==> config.mk <==
export PLATFORM = sky130hd
export DESIGN_NAME = aal_exec
export DESIGN_NICKNAME = d
export VERILOG_FILES = /design/src/aal_pkg.sv /design/src/aal_exec.sv
export SDC_FILE = /design/constraint.sdc
export NUM_CORES = 1
export LEC_CHECK = 0
export CORE_UTILIZATION = 50
export DETAILED_ROUTE_END_ITERATION = 16
export DONT_BUFFER_PORTS = 1
export GPL_ROUTABILITY_DRIVEN = 0
export PLACE_DENSITY_LB_ADDON = 0.1
export REMOVE_ABC_BUFFERS = 1
export SYNTH_ARGS = -nofsm -noshare
export SYNTH_HDL_FRONTEND = slang
export SYNTH_SLANG_ARGS = --single-unit
==> constraint.sdc <==
create_clock -name ref_clk -period 3.7 [get_ports ref_clk]
set_input_delay 0.74 -clock ref_clk [delete_from_list [all_inputs] [get_ports ref_clk]]
set_output_delay 0.74 -clock ref_clk [all_outputs]
set_load 0.1 [all_outputs]
==> src/aal_pkg.sv <==
// package for the add-immediate / register-and execute block
// assumes a 32-bit instruction word and a 32-entry register file outside
// ****************************************
// field layout and opcodes
// ****************************************
package aal_pkg;
    // source field a
    localparam int FieldAHi = 31;
    localparam int FieldALo = 27;
    // second field b
    localparam int FieldBHi = 26;
    localparam int FieldBLo = 22;
    // r-type destination field c
    localparam int FieldCHi = 21;
    localparam int FieldCLo = 17;
    // i-type immediate field
    localparam int ImmHi = 21;
    localparam int ImmLo = 6;
    // r-type extended opcode and shift field
    localparam int OpxHi = 16;
    localparam int OpxLo = 11;
    localparam int ShHi = 10;
    localparam int ShLo = 6;
    // major opcode
    localparam int OpHi = 5;
    localparam int OpLo = 0;
    // opcode values
    localparam logic [5:0] OpAddImm = 6'h04;
    localparam logic [5:0] OpRType = 6'h3A;
    localparam logic [5:0] OpxAnd = 6'h0e;
    localparam logic [4:0] ShZero = 5'h00;
    // reset values
    localparam logic [31:0] DataReset = 32'h0000_0000;
    localparam logic [4:0] IndexReset = 5'h00;
endpackage

==> src/aal_exec.sv <==
// execute stage for add-immediate and register-and
// assumes the processor supplies the word and both operands in one cycle
// assumes rst is synchronous, active high, and ref_clk the only clock
// results leave one clock after issue; there is no stall input
`timescale 1ns/1ns
module aal_exec #(
    parameter int DataWidth = 32
) (
    // clock and reset
    input wire logic ref_clk,
    input wire logic rst,
    // issued instruction
    input wire logic issueValid,
    input wire logic [31:0] instrWord,
    input wire logic [DataWidth-1:0] firstSourceRegVal,
    input wire logic [DataWidth-1:0] secondFieldRegVal,
    // write-back
    output logic wbValid,
    output logic [4:0] wbIndex,
    output logic [DataWidth-1:0] wbData,
    // signed overflow seen by the adder, informative only
    output logic addOverflow,
    // word was neither of the two instructions
    output logic unknownInstr
);
    // ****************************************
    // local sizes
    // ****************************************
    // immediate width tracks the field bounds, so a moved field moves it too
    localparam int ImmWidth = aal_pkg::ImmHi - aal_pkg::ImmLo + 1;
    localparam int Msb = DataWidth - 1; // sign bit of a data word
    localparam int ExtWidth = DataWidth - ImmWidth; // bits filled by sign extension
    // limitation: DataWidth below the immediate width is not supported
    // ****************************************
    // decode
    // ****************************************
    // field slices are renames only; operands arrive already read, so the
    // first source index itself is not needed inside this block
    // b field: addi destination, and second source
    wire logic [4:0] secondFieldReg = instrWord[aal_pkg::FieldBHi:aal_pkg::FieldBLo];
    // c field: and destination
    wire logic [4:0] thirdFieldDestReg = instrWord[aal_pkg::FieldCHi:aal_pkg::FieldCLo];
    // raw immediate, not yet extended
    wire logic [ImmWidth-1:0] sixteenBitImmediate = instrWord[aal_pkg::ImmHi:aal_pkg::ImmLo];
    // major opcode, same place in both formats
    wire logic [5:0] opcode = instrWord[aal_pkg::OpHi:aal_pkg::OpLo];
    // extended opcode, meaningful only in r-type words
    wire logic [5:0] opx = instrWord[aal_pkg::OpxHi:aal_pkg::OpxLo];
    // must be zero for and; nonzero means some other instruction
    wire logic [4:0] shField = instrWord[aal_pkg::ShHi:aal_pkg::ShLo];
    wire logic isAddImm = issueValid && (opcode == aal_pkg::OpAddImm);
    wire logic isRType = issueValid && (opcode == aal_pkg::OpRType);
    wire logic isAnd = isRType && (opx == aal_pkg::OpxAnd) && (shField == aal_pkg::ShZero);
    // neither instruction; the core decides how to trap it
    wire logic unknownSel = issueValid && !isAddImm && !isAnd;
    // ****************************************
    // datapath
    // ****************************************
    // both results are built every cycle and picked late, so the adder
    // does not wait on decode; costs a little power in idle cycles
    // sign-extend the immediate
    wire logic [DataWidth-1:0] immExt = {{ExtWidth{sixteenBitImmediate[ImmWidth-1]}},
        sixteenBitImmediate};
    wire logic [DataWidth-1:0] sum = firstSourceRegVal + immExt;
    wire logic signsAgree = firstSourceRegVal[Msb] == immExt[Msb];
    wire logic signFlipped = sum[Msb] != firstSourceRegVal[Msb];
    wire logic ovf = signsAgree && signFlipped;
    wire logic [DataWidth-1:0] andRes = firstSourceRegVal & secondFieldRegVal;
    // ****************************************
    // write-back selection
    // ****************************************
    // unknown words carry the and result too; harmless, wbValid stays low
    wire logic [DataWidth-1:0] resSel = isAddImm ? sum : andRes;
    wire logic [4:0] dstSel = isAddImm ? secondFieldReg : thirdFieldDestReg; // and: field c
    // one write-back per decoded instruction
    wire logic wbSel = isAddImm || isAnd;
    // flag only on addi; an and never reports overflow
    wire logic ovfSel = isAddImm && ovf;
    // ****************************************
    // output registers
    // ****************************************
    // one-cycle latency, all outputs from flops; index and data load every
    // cycle so the wide path needs no enable
    // write-back strobe, one pulse per decoded word
    always_ff @(posedge ref_clk) begin
        if (rst) begin
            wbValid <= 1'b0;
        end else begin
            wbValid <= wbSel;
        end
    end
    // destination index, don't-care while wbValid is low
    always_ff @(posedge ref_clk) begin
        if (rst) begin
            wbIndex <= aal_pkg::IndexReset;
        end else begin
            wbIndex <= dstSel;
        end
    end
    // result word, don't-care while wbValid is low
    always_ff @(posedge ref_clk) begin
        if (rst) begin
            wbData <= aal_pkg::DataReset;
        end else begin
            wbData <= resSel;
        end
    end
    // informative overflow pulse, travels with wbValid
    always_ff @(posedge ref_clk) begin
        if (rst) begin
            addOverflow <= 1'b0;
        end else begin
            addOverflow <= ovfSel;
        end
    end
    // refused word pulse, never together with wbValid
    always_ff @(posedge ref_clk) begin
        if (rst) begin
            unknownInstr <= 1'b0;
        end else begin
            unknownInstr <= unknownSel;
        end
    end
    // ****************************************
    // checks
    // ****************************************
    // expectations are rebuilt from the raw word, not from the wires above,
    // so a broken slice or mux cannot agree with itself
    // addi sum
    a_addi_result: assert property (@(posedge ref_clk) disable iff (rst)
        isAddImm |=> wbValid && wbData == $past(firstSourceRegVal)
        + {{ExtWidth{$past(instrWord[aal_pkg::ImmHi])}},
        $past(instrWord[aal_pkg::ImmHi:aal_pkg::ImmLo])})
        else $error("add-immediate result wrong");
    a_addi_dest: assert property (@(posedge ref_clk) disable iff (rst)
        isAddImm |=> wbIndex == $past(instrWord[aal_pkg::FieldBHi:aal_pkg::FieldBLo]))
        else $error("add-immediate destination wrong");
    a_addi_notrap: assert property (@(posedge ref_clk) disable iff (rst)
        isAddImm |=> wbValid && !unknownInstr)
        else $error("add-immediate did not write back");
    a_ovf_exact: assert property (@(posedge ref_clk) disable iff (rst)
        isAddImm |=> addOverflow == (
        ($past(firstSourceRegVal[Msb]) == $past(instrWord[aal_pkg::ImmHi]))
        && (wbData[Msb] != $past(firstSourceRegVal[Msb]))))
        else $error("overflow flag wrong");
    a_ovf_flag: assert property (@(posedge ref_clk) disable iff (rst)
        addOverflow |-> wbValid && (wbData[Msb] != $past(firstSourceRegVal[Msb])))
        else $error("overflow flag inconsistent");
    a_and_result: assert property (@(posedge ref_clk) disable iff (rst)
        isAnd |=> wbValid && wbData == ($past(firstSourceRegVal) & $past(secondFieldRegVal)))
        else $error("and result wrong");
    a_and_noflag: assert property (@(posedge ref_clk) disable iff (rst)
        isAnd |=> !addOverflow && !unknownInstr)
        else $error("and raised a flag");
    a_and_dest: assert property (@(posedge ref_clk) disable iff (rst)
        isAnd |=> wbIndex == $past(instrWord[aal_pkg::FieldCHi:aal_pkg::FieldCLo]))
        else $error("and destination wrong");
    a_and_decode: assert property (@(posedge ref_clk) disable iff (rst)
        (issueValid && instrWord[aal_pkg::OpHi:aal_pkg::OpLo] == aal_pkg::OpRType
        && instrWord[aal_pkg::ShHi:aal_pkg::ShLo] != aal_pkg::ShZero)
        |=> !wbValid && unknownInstr)
        else $error("and with nonzero field accepted");
    a_opx_decode: assert property (@(posedge ref_clk) disable iff (rst)
        (issueValid && instrWord[aal_pkg::OpHi:aal_pkg::OpLo] == aal_pkg::OpRType
        && instrWord[aal_pkg::OpxHi:aal_pkg::OpxLo] != aal_pkg::OpxAnd)
        |=> !wbValid && unknownInstr)
        else $error("r-type word with other opx accepted");
    a_other_op: assert property (@(posedge ref_clk) disable iff (rst)
        (issueValid && instrWord[aal_pkg::OpHi:aal_pkg::OpLo] != aal_pkg::OpAddImm
        && instrWord[aal_pkg::OpHi:aal_pkg::OpLo] != aal_pkg::OpRType)
        |=> !wbValid && unknownInstr)
        else $error("unrelated opcode accepted");
    a_idle_nowrite: assert property (@(posedge ref_clk) disable iff (rst)
        !issueValid |=> !wbValid && !unknownInstr)
        else $error("write-back without issue");
    a_wb_after_issue: assert property (@(posedge ref_clk) disable iff (rst)
        wbValid |-> $past(issueValid))
        else $error("write-back with no issued word");
    a_unknown_after: assert property (@(posedge ref_clk) disable iff (rst)
        unknownInstr |-> $past(issueValid))
        else $error("refusal with no issued word");
    // ****************************************
    // coverage
    // ****************************************
    // main scenarios the bench must reach; the last one reaches an addi word
    // issued with an and word directly in the next cycle
    c_addi: cover property (@(posedge ref_clk) disable iff (rst) isAddImm);
    c_addi_ovf: cover property (@(posedge ref_clk) disable iff (rst) addOverflow);
    c_and: cover property (@(posedge ref_clk) disable iff (rst) isAnd);
    c_unknown: cover property (@(posedge ref_clk) disable iff (rst) unknownInstr);
    c_addi_then_and: cover property (@(posedge ref_clk) disable iff (rst) isAddImm ##1 isAnd);
endmodule

# [After elaboration in Yosys (flattened, before gate mapping)]
# Index checks and enable logic that the tools add are counted.
[classes] n_reduce_logical=12 n_bitwise=1 n_mux=2 n_eq_ne=5 n_addsub=1
[ops] cell="adder 32 bit" count=1
[ops] cell="AND 32 bit" count=1
[ops] cell="two-way mux 32 bit" count=1
[ops] cell="logical AND 1 bit" count=8
[ops] cell="== test 6 x 3 -> 1 bit, second input constant" count=1
[ops] cell="== test 6 x 4 -> 1 bit, second input constant" count=1
[ops] cell="== test 6 bit, second input constant" count=1
[ops] cell="zero test 5 bit" count=1
[ops] cell="two-way mux 5 bit" count=1
[ops] cell="zero test 1 bit" count=2
[ops] cell="== test 1 bit" count=1
[ops] cell="logical OR 1 bit" count=1
[ops] cell="!= test 1 bit" count=1
[totals] register_bits=40 elab_cells=26 input_bits=99

# [Depth between registers and ports, before layout]
# Gate-level depths: netlist of run 1.
[depth] word_depth=6 ltp_mapped=11 ltp_nobuf=11

# [Worst setup path before layout of run 1]
# No wires, ideal clock.
[synth_timing] path_kind="input-to-reg" startpoint="in instrWord[6]" endpoint="reg wbData[30]" arrival_time_ns=2.723 stages=11 setup_time_ns=0.133 path_slack_ns=0.844 t_required_ns=3.567 path_cell_list="ha_1 -> inv_1 -> fa_1 -> nor2b_1 -> o21a_1 -> o21ai_2 -> a211oi_1 -> nor3_1 -> or2_2 -> o31ai_1 -> nand4_1"
[synth_via] elab_chain_len=2
[synth_rtl] item="from (decl)" line_no="aal_exec.sv:14" source="input wire logic [31:0] instrWord,"
[synth_rtl] item="adder 32 bit" line_no="aal_exec.sv:64" source="wire logic [DataWidth-1:0] sum = firstSourceRegVal + immExt;"
[synth_rtl] item="two-way mux 32 bit" line_no="aal_exec.sv:73" source="wire logic [DataWidth-1:0] resSel = isAddImm ? sum : andRes;"
[synth_rtl] item="to (signal assigned)" line_no="aal_exec.sv:103" source="wbData <= aal_pkg::DataReset;"
[synth_rtl] item="to (signal assigned)" line_no="aal_exec.sv:105" source="wbData <= resSel;"
[synth_rtl] item="to (decl)" line_no="aal_exec.sv:20" source="output logic [DataWidth-1:0] wbData,"
# No other way between the ends.
# A chain may end at the register's enable or synchronous reset.

# [Worst setup path in the final report of run 1]
[layout_timing] startpoint="in instrWord[6]" endpoint="reg wbData[18]"
# The elaborated chain is that of the path after synthesis.

==> results of run 1 <==
## through the flow
stage	setup WS (ps)	cell area, sq um
2_1_floorplan	568	3360
3_3_place_gp	522	3480
3_5_place_dp	495	3480
4_1_cts	801	3560
5_1_grt	507	3560
6_report	726	3560
## critical path, delay by kind of cell
kind	cells	cell delay, ps
AO/OA/AOI/OAI	5	1360
adder cells (fa/ha/maj)	2	520
AND/OR/NAND/NOR	3	500
buffers and inverters	1	50
## placed cells by master, fill, tap and decap left out, types with 12 or more instances in the layout
cell type  count
nand3b_1      12
dfxtp_1       40
nand2_1       48
nand3_1       24
nor3_1        22
ha_1          31
a21o_1        22
inv_1         12
nor2_1        25
a21oi_1       54
o21ai_0       24
## logic make-up after synthesis
logic type	synth area share, %
AO/OA/AOI/OAI	30.6
XOR/XNOR	1.78
buffers and inverters	3.64
flip-flops	23.3
adder cells (fa/ha/maj)	11.9
AND/OR/NAND/NOR	28.9
## per-layer routing
layer | track usage [%] | part of all wire, %
met1 | 34.7 | 46
met3 | 5.35 | 6.6
met4 | 6.93 | 1.5
met2 | 44.1 | 46
met5 | 0 | 0
## state kept, by name (all words and copies together), names as in the netlist
signal        flops
addOverflow       1
unknownInstr      1
wbData           32
wbValid           1
wbIndex           5
## worst max path at each step
| stage | from | end | slack, ps | cells past startpoint |
|---|---|---|---|---|
| 2_1_floorplan | instrWord[3] | wbData[26]$_SDFF_PP0_ | 570 | 6 |
| 3_3_place_gp | instrWord[6] | wbData[30]$_SDFF_PP0_ | 520 | 11 |
| 3_5_place_dp | instrWord[6] | wbData[18]$_SDFF_PP0_ | 490 | 11 |
| 4_1_cts | instrWord[6] | wbData[18]$_SDFF_PP0_ | 800 | 11 |
| 5_1_grt | instrWord[6] | wbData[18]$_SDFF_PP0_ | 510 | 11 |
| 6_report | instrWord[6] | wbData[18]$_SDFF_PP0_ | 730 | 11 |
## report_power, final
group | switching (mW) | internal (mW)
Combinational | 0.187 | 0.135
Clock | 0.160 | 0.128
Sequential | 0.146 | 0.449
Total | 0.493 | 0.712
## cell type report
| cell class | instances | share of cell area [%] |
|---|---|---|
| flip-flops and latches | 40 | 22.5 |
| inverters | 12 | 1.26 |
| clock inverters | 2 | 0.351 |
| repair buffers | 3 | 0.632 |
| multi-input cells | 384 | 70.6 |
| clock buffers | 5 | 1.93 |
| well taps | 77 | 2.71 |
==> reports/metrics.cfg, run 1 <==
[timing]
fin_crit_ps = 2970
fmax_mhz = 336
report.final.slew_viol_count = 0
worst_pin_slew_ps = 981
holdWs_ps = 505
rsz0062_at_grt = false
post-route-period-util_pct = 80.4
hold_violations = 0
fin_setup_tns_ps = 0
slew-limit-headroom_pct = 34.5
setup_violations = 0

[global_route]
grt_pass1_vias = 3370
antenna_found_initial = 0
grt_pass1_wl_um = 15500
grt_overflow = 0
grt_usage_pct = 26.4
grt_max_degree = 61

[layout]
antenna-diode-count = 0
final_util_pct = 54.8
drive_gt1_share_pct = 5.38
finalNetCount = 577
fillers = 643
regArea_sq_um = 801
instances_no_fill = 523
area_delta_synth_final_pct = 3.57
multiInputGateArea_sq_um = 2510

[clock_network]
cts_buffer_depth = 2
cts_sinks = 40
clk_pin_slew_ps = 80
htreeDepth = 2
cts_hold_buf = 0
cts_buffers = 5
cts_setup_buffers = 0
cts_tree = built
root_buffer = clkbuf_8
cts_resized = 0

[yosys]
ys_seq_area_share_pct = 23.3
synth_common_cells = a21oi_1 (54), nand2_1 (49), dfxtp_1 (40), ha_1 (31), nor2_1 (25)
ys_warn_count = 0
syn-cell-area_sq_um = 3440
syn_inst = 456
synthArstFlopShare_pct = 0
synth_edf_count = 0
yosysTopAreaCellShare_pct = 23.3
ys_top_cells_by_area = dfxtp_1 (23%), ha_1 (11%), a21oi_1 (7.9%), nand2_1 (5.3%), a21o_1 (4.8%)
yosys_most_used_dff = dfxtp_1
synth.largest_area_cell = dfxtp_1
synth-seq-cells = 40
avgSynthCellArea_sq_um = 7.54
yosysUniqueCellTypes = 56
yosysMostFrequentCell = a21oi_1

[job]
drv_cap = 0

[worst_setup_path]
cp_max_fo = 5
crit_required_ps = 3890
crit_path_end_kind = flop
critical_path_class = primary input to flop
critPathSlowestCell = a211oi_1
critPathArrivalTime_ps = 3170
start_kind = primary input
worstPathCellList = ha_1 -> inv_1 -> fa_1 -> nor2b_1 -> o21a_1 -> o21ai_2 -> a211oi_1 -> nor3_1 -> o31ai_1 -> nor4b_1 -> a211o_1
max_stage_delay_ps = 410

[floorplanning]
rows = 29
boundaryPins = 139
initial_core_util_pct = 52.9
die_h_um = 84.9
coreArea_sq_um = 6490
die_area_sq_um = 7210
die_w_um = 84.9

[power]
power_density_nw_per_um2 = 338
finalPower_mw = 1.20
leakage_nw = 1.45
max-vdd-ir-drop_mv = 0.187

[drt]
drt_iter0_drc = 141
viasPerCell = 6.57
drc = 10
routed_wl_um = 9210
drtPass1Iterations = 11
ant_nets = 0
wl_per_cell_um = 17.6
via_count = 3438

[worst_hold_path]
hp-class = primary input to flop
hold_depth = 1
holdPathEnd = wbIndex[3]$_SDFF_PP0_
hp-start = rst

[status]
status = finished with violations
violations = design-rule violations

[place]
dp_hpwl_um = 6870
io_buffers = 0
placed_cells = 516

Power figures use the tool's default switching activity.
==> inputs of run 2 (changes only) <==
==> constraint.sdc (replaced) <==
create_clock -name ref_clk -period 2.8 [get_ports ref_clk]
set_input_delay 0.56 -clock ref_clk [delete_from_list [all_inputs] [get_ports ref_clk]]
set_output_delay 0.56 -clock ref_clk [all_outputs]
set_load 0.1 [all_outputs]
==> run 2 against run 1 <==
  * The run still ends with design-rule violations left
  * Cell count up 3.1%
  * Combinational power up 40%
  * Critical path depth unchanged
  * First-iteration DRC count up 8.5%
==> reports/metrics.cfg, run 2 (synthesized netlist as in run 1, its figures left out) <==
[timing]
holdWs_ps = 327
fin_setup_tns_ps = 0
fmax_mhz = 405
rsz0062_at_grt = false
post-route-period-util_pct = 88.2
report.final.slew_viol_count = 0
setup_violations = 0
slew-limit-headroom_pct = 34.8
fin_crit_ps = 2470
worst_pin_slew_ps = 977
hold_violations = 0

[drt]
ant_nets = 0
drtPass1Iterations = 10
routed_wl_um = 9470
wl_per_cell_um = 17.6
viasPerCell = 6.37
via_count = 3435
drc = 10
drt_iter0_drc = 153

[power]
power.internal_uw = 992
finalPower_mw = 1.66
pwr-share-clk_pct = 25.6
p_comb_share_pct = 27.2
leakage_nw = 1.54
power_density_nw_per_um2 = 447
p_sw_uw = 672
max-vdd-ir-drop_mv = 0.218
netSwitchingFraction_pct = 40.4
p_seq_share_pct = 47.2

[layout]
area_delta_synth_final_pct = 8.19
drive_gt1_share_pct = 8.87
regMostFlops = wbData
layout_commonest_cell = a21oi_1
finalNetCount = 592
fillers = 637
layout_common_cells = a21oi_1 (54), nand2_1 (48), dfxtp_1 (40), ha_1 (31), nor2_1 (25)
antenna-diode-count = 0
final_util_pct = 57.3
top_regs = wbData (32), wbIndex (5)
largest_reg_flops = 32

[clock_network]
cts_hold_buf = 0
clk_pin_slew_ps = 90
cts_sinks = 40
root_buffer = clkbuf_8
cts_setup_buffers = 0
cts_buffers = 5
cts_tree = built
cts_resized = 0
htreeDepth = 2
cts_buffer_depth = 2

[global_route]
grt_pass1_wl_um = 15600
antenna_found_initial = 0
grt_max_degree = 61
grt_usage_pct = 26.7
grt_overflow = 0
grt_pass1_vias = 3423

[floorplanning]
initial_core_util_pct = 52.9
coreArea_sq_um = 6490
die_h_um = 84.9
boundaryPins = 139
die_w_um = 84.9
die_area_sq_um = 7210
rows = 29

[worst_setup_path]
start_kind = primary input
cp_max_fo = 4
crit_path_end_kind = flop
critPathArrivalTime_ps = 2660
crit_required_ps = 2990
critical_path_class = primary input to flop

[status]
status = finished with violations
violations = design-rule violations

[place]
dp_hpwl_um = 7100
io_buffers = 0

[worst_hold_path]
hp-class = primary input to flop

[job]
drv_cap = 0

run 2: cell types whose count changed in the layout (fill, tap and decap cells not counted):
cell,delta
a211oi_1,-1
a211oi_2,+1
buf_12,+2
buf_4,+13
clkbuf_8,+1
clkinv_2,-1
clkinvlp_4,+1
run 2: power by group through the flow:
stage	clock, mW	combinational, mW	sequential, mW
after CTS	0.439	0.447	0.786
after floorplan	0	0.343	0.796
after global placement	0	0.435	0.799
after detailed placement	0	0.444	0.799
final	0.426	0.452	0.786
after global routing	0.471	0.511	0.789
run 2: cell type report:
cell class / count / area (sq um) / area share (%)
Timing Repair Buffer: 18 / 160 / 4.31
Multi-Input combinational cell: 384 / 2520 / 67.7
Clock inverter: 2 / 15.0 / 0.404
Clock buffer: 6 / 82.6 / 2.22
Inverter: 12 / 45.0 / 1.21
Tap cell: 77 / 96.3 / 2.59
Sequential cell: 40 / 801 / 21.5
run 2: critical path, stage by stage:
cell and delay (ps):
ha_1 140, inv_1 50, fa_1 370, nor2b_1 170, o21a_1 170, o21ai_2 80, a211oi_2 250, nor3_1 160
o31ai_1 350, nor4b_1 90, a211o_1 270
run 2: per-stage QoR:
stage / setup WS, ps / cells / area (sq um)
floorplan: -152 / 436 / 3360
global placement: -74.0 / 531 / 3620
detailed placement: -107 / 531 / 3620
CTS: 194 / 539 / 3710
global route: 157 / 539 / 3720
finish: 331 / 539 / 3720
run 2: final timing paths:
path,from,endpoint,slack [ps],depth (start not counted)
max,instrWord[6],wbData[18]$_SDFF_PP0_,330,11
min,rst,wbIndex[2]$_SDFF_PP0_,330,1
run 2: routing by layer:
layer / global-route usage [%] / share of wire [%]
met1: 34.0 / 45
met2: 46.4 / 47
met3: 4.57 / 7.5
met4: 7.86 / 0.91
met5: 0 / 0
==> inputs of run 3 (changes only) <==
--- a/config.mk
+++ b/config.mk
@@ -5,12 +5,15 @@
 export SDC_FILE = /design/constraint.sdc
 export NUM_CORES = 1
 export LEC_CHECK = 0
+export ABC_AREA = 1
 export CORE_UTILIZATION = 50
+export CTS_CLUSTER_DIAMETER = 120
 export DETAILED_ROUTE_END_ITERATION = 16
 export DONT_BUFFER_PORTS = 1
 export GPL_ROUTABILITY_DRIVEN = 0
 export PLACE_DENSITY_LB_ADDON = 0.1
 export REMOVE_ABC_BUFFERS = 1
+export SLEW_MARGIN = 20
 export SYNTH_ARGS = -nofsm -noshare
 export SYNTH_HDL_FRONTEND = slang
 export SYNTH_SLANG_ARGS = --single-unit
==> run 3 against run 2 <==
  * The run now ends clean
  * Global-route usage grew 0.54 points
  * Worst hold slack is essentially flat
  * Final area grew 17%
  * Utilization shrank 4.0 points
  * Largest cell class unchanged
  * Largest power group unchanged
==> reports/metrics.cfg, run 3 <==
[status]
status = completed

[drt]
drc = 0
drt_iter0_drc = 188
via_count = 4485
wl_per_cell_um = 13.0
viasPerCell = 5.06
routed_wl_um = 11500
drtPass1Iterations = 5
ant_nets = 0

[clock_network]
clk_pin_slew_ps = 100
htreeDepth = 2
root_buffer = clkbuf_8
cts_tree = built
cts_resized = 0
cts_hold_buf = 0
cts_sinks = 40
cts_buffers = 5
cts_setup_buffers = 0
cts_buffer_depth = 2

[job]
drv_cap = 0

[timing]
rsz0062_at_grt = false
report.final.slew_viol_count = 0
setup_violations = 0
slew-limit-headroom_pct = 36.7
fmax_mhz = 482
post-route-period-util_pct = 74.1
hold_violations = 0
worst_pin_slew_ps = 949
fin_setup_tns_ps = 0
fin_crit_ps = 2070

[global_route]
grt_max_degree = 39
grt_util_met3_pct = 5.28
groute.layer.met2.usage_pct = 45.0
gr-usage-met1_pct = 36.4
grt_overflow = 0
grt_pass1_wl_um = 18800
grt_usage_pct = 27.3
grt_pass1_vias = 4081
busiest_layer = met2
antenna_found_initial = 0

[yosys]
syn-cell-area_sq_um = 4190
synth_common_cells = nand2_1 (311), inv_1 (173), nor2_1 (61), nand3_1 (58), a21oi_1 (42)
avgSynthCellArea_sq_um = 5.35
ys_top_cells_by_area = nand2_1 (28%), dfxtp_1 (19%), inv_1 (15%), ha_1 (9.3%), nand3_1 (6.9%)
synth_edf_count = 0
syn_inst = 783
yosysTopAreaCellShare_pct = 27.9
ys_seq_area_share_pct = 19.1
yosys_most_used_dff = dfxtp_1
synthArstFlopShare_pct = 0
yosysUniqueCellTypes = 28
synth-seq-cells = 40
ys_warn_count = 0
yosysMostFrequentCell = nand2_1
synth.largest_area_cell = nand2_1

[floorplanning]
rows = 33
die_h_um = 93.5
coreArea_sq_um = 8180
initial_core_util_pct = 51.3
die_w_um = 93.5
die_area_sq_um = 8750
boundaryPins = 139

[place]
placed_cells = 879
dp_hpwl_um = 9110
io_buffers = 0
postPlaceCellArea_sq_um = 4250

[layout]
finalNetCount = 912
drive_gt1_share_pct = 3.20
antenna-diode-count = 0
regMostFlops = wbData
layout_commonest_cell = nand2_1
top_regs = wbData (32), wbIndex (5)
instances_no_fill = 887
layout_common_cells = nand2_1 (310), inv_1 (173), nor2_1 (61), nand3_1 (58), a21oi_1 (42)
largest_reg_flops = 32
final_cell_area_sq_um = 4360
area_delta_synth_final_pct = 4.00

[worst_setup_path]
cp-endpoint = wbData[12]$_SDFF_PP0_
crit_path_end_kind = flop
crit_required_ps = 3020
critPathArrivalTime_ps = 2300
cp_max_fo = 5
start_kind = primary input
critical_path_class = primary input to flop
crit_start = instrWord[6]

[power]
power_density_nw_per_um2 = 417
leakage_nw = 2.67
max-vdd-ir-drop_mv = 0.198

[worst_hold_path]
hp-class = primary input to flop

## run 3: cell type report
class / count / area (sq um)
fillers: 905 / 3820
multi-input cells: 558 / 2650
flip-flops and latches: 40 / 801
inverters: 175 / 658
well taps: 105 / 131
clock buffers: 5 / 68.8
clock inverters: 3 / 42.5
repair buffers: 1 / 7.51
## run 3: where the power goes
| group | total, mW | leakage [nW] | switching (mW) | internal [mW] |
|---|---|---|---|---|
| combinational | 0.536 | 2.29 | 0.353 | 0.182 |
| clock | 0.503 | 0.0541 | 0.239 | 0.264 |
| sequential | 0.780 | 0.329 | 0.187 | 0.593 |
## run 3: worst max-delay path, stage by stage
cell     delay (ps)
ha_1            200
inv_1            70
fa_1            390
inv_1           160
nand3_1         100
nand3_1         190
nand2_1          90
nand3_1         120
inv_1           110
a21oi_1         120
o21ai_0         100
nand2_1          60
inv_1            30
## run 3: how the worst min path moves through the flow
stage                     startpoint                     to  slack (ps)  cells past startpoint
after global routing             rst   wbData[2]$_SDFF_PP0_         290                      1
final                            rst  wbData[18]$_SDFF_PP0_         330                      1
after detailed placement         rst   wbData[2]$_SDFF_PP0_         640                      1
after global placement           rst   wbData[2]$_SDFF_PP0_         640                      1
after floorplan                  rst  wbData[18]$_SDFF_PP0_         630                      1
after CTS                        rst  wbData[18]$_SDFF_PP0_         310                      1
## run 3: through the flow
stage | worst slack (ps) | power, mW | util, % | hold WS [ps]
6_report | 726 | 1.82 | 53.3 | 326
5_1_grt | 465 | 1.94 | 53.3 | 294
4_1_cts | 739 | 1.82 | 53.3 | 306
3_5_place_dp | 412 | 1.32 | 51.9 | 642
3_3_place_gp | 470 | 1.31 | 51.9 | 639
2_1_floorplan | 214 | 1.21 | - | 629
## run 3: logic make-up after synthesis
group                      after synthesis  synth area share, %
and+or+nand+nor                        452                 43.5
buffers and inverters                  185                 17.7
AOI/OAI and AO/OA                       74                 9.94
DFF                                     40                 19.1
adders and majority gates               32                 9.73
## run 3: routing by layer
metal	up-vias	part of all wire, %
met1	1944	47
met4	0	1.5
li1	2363	-
met5	-	0
met2	163	44
met3	15	7.3
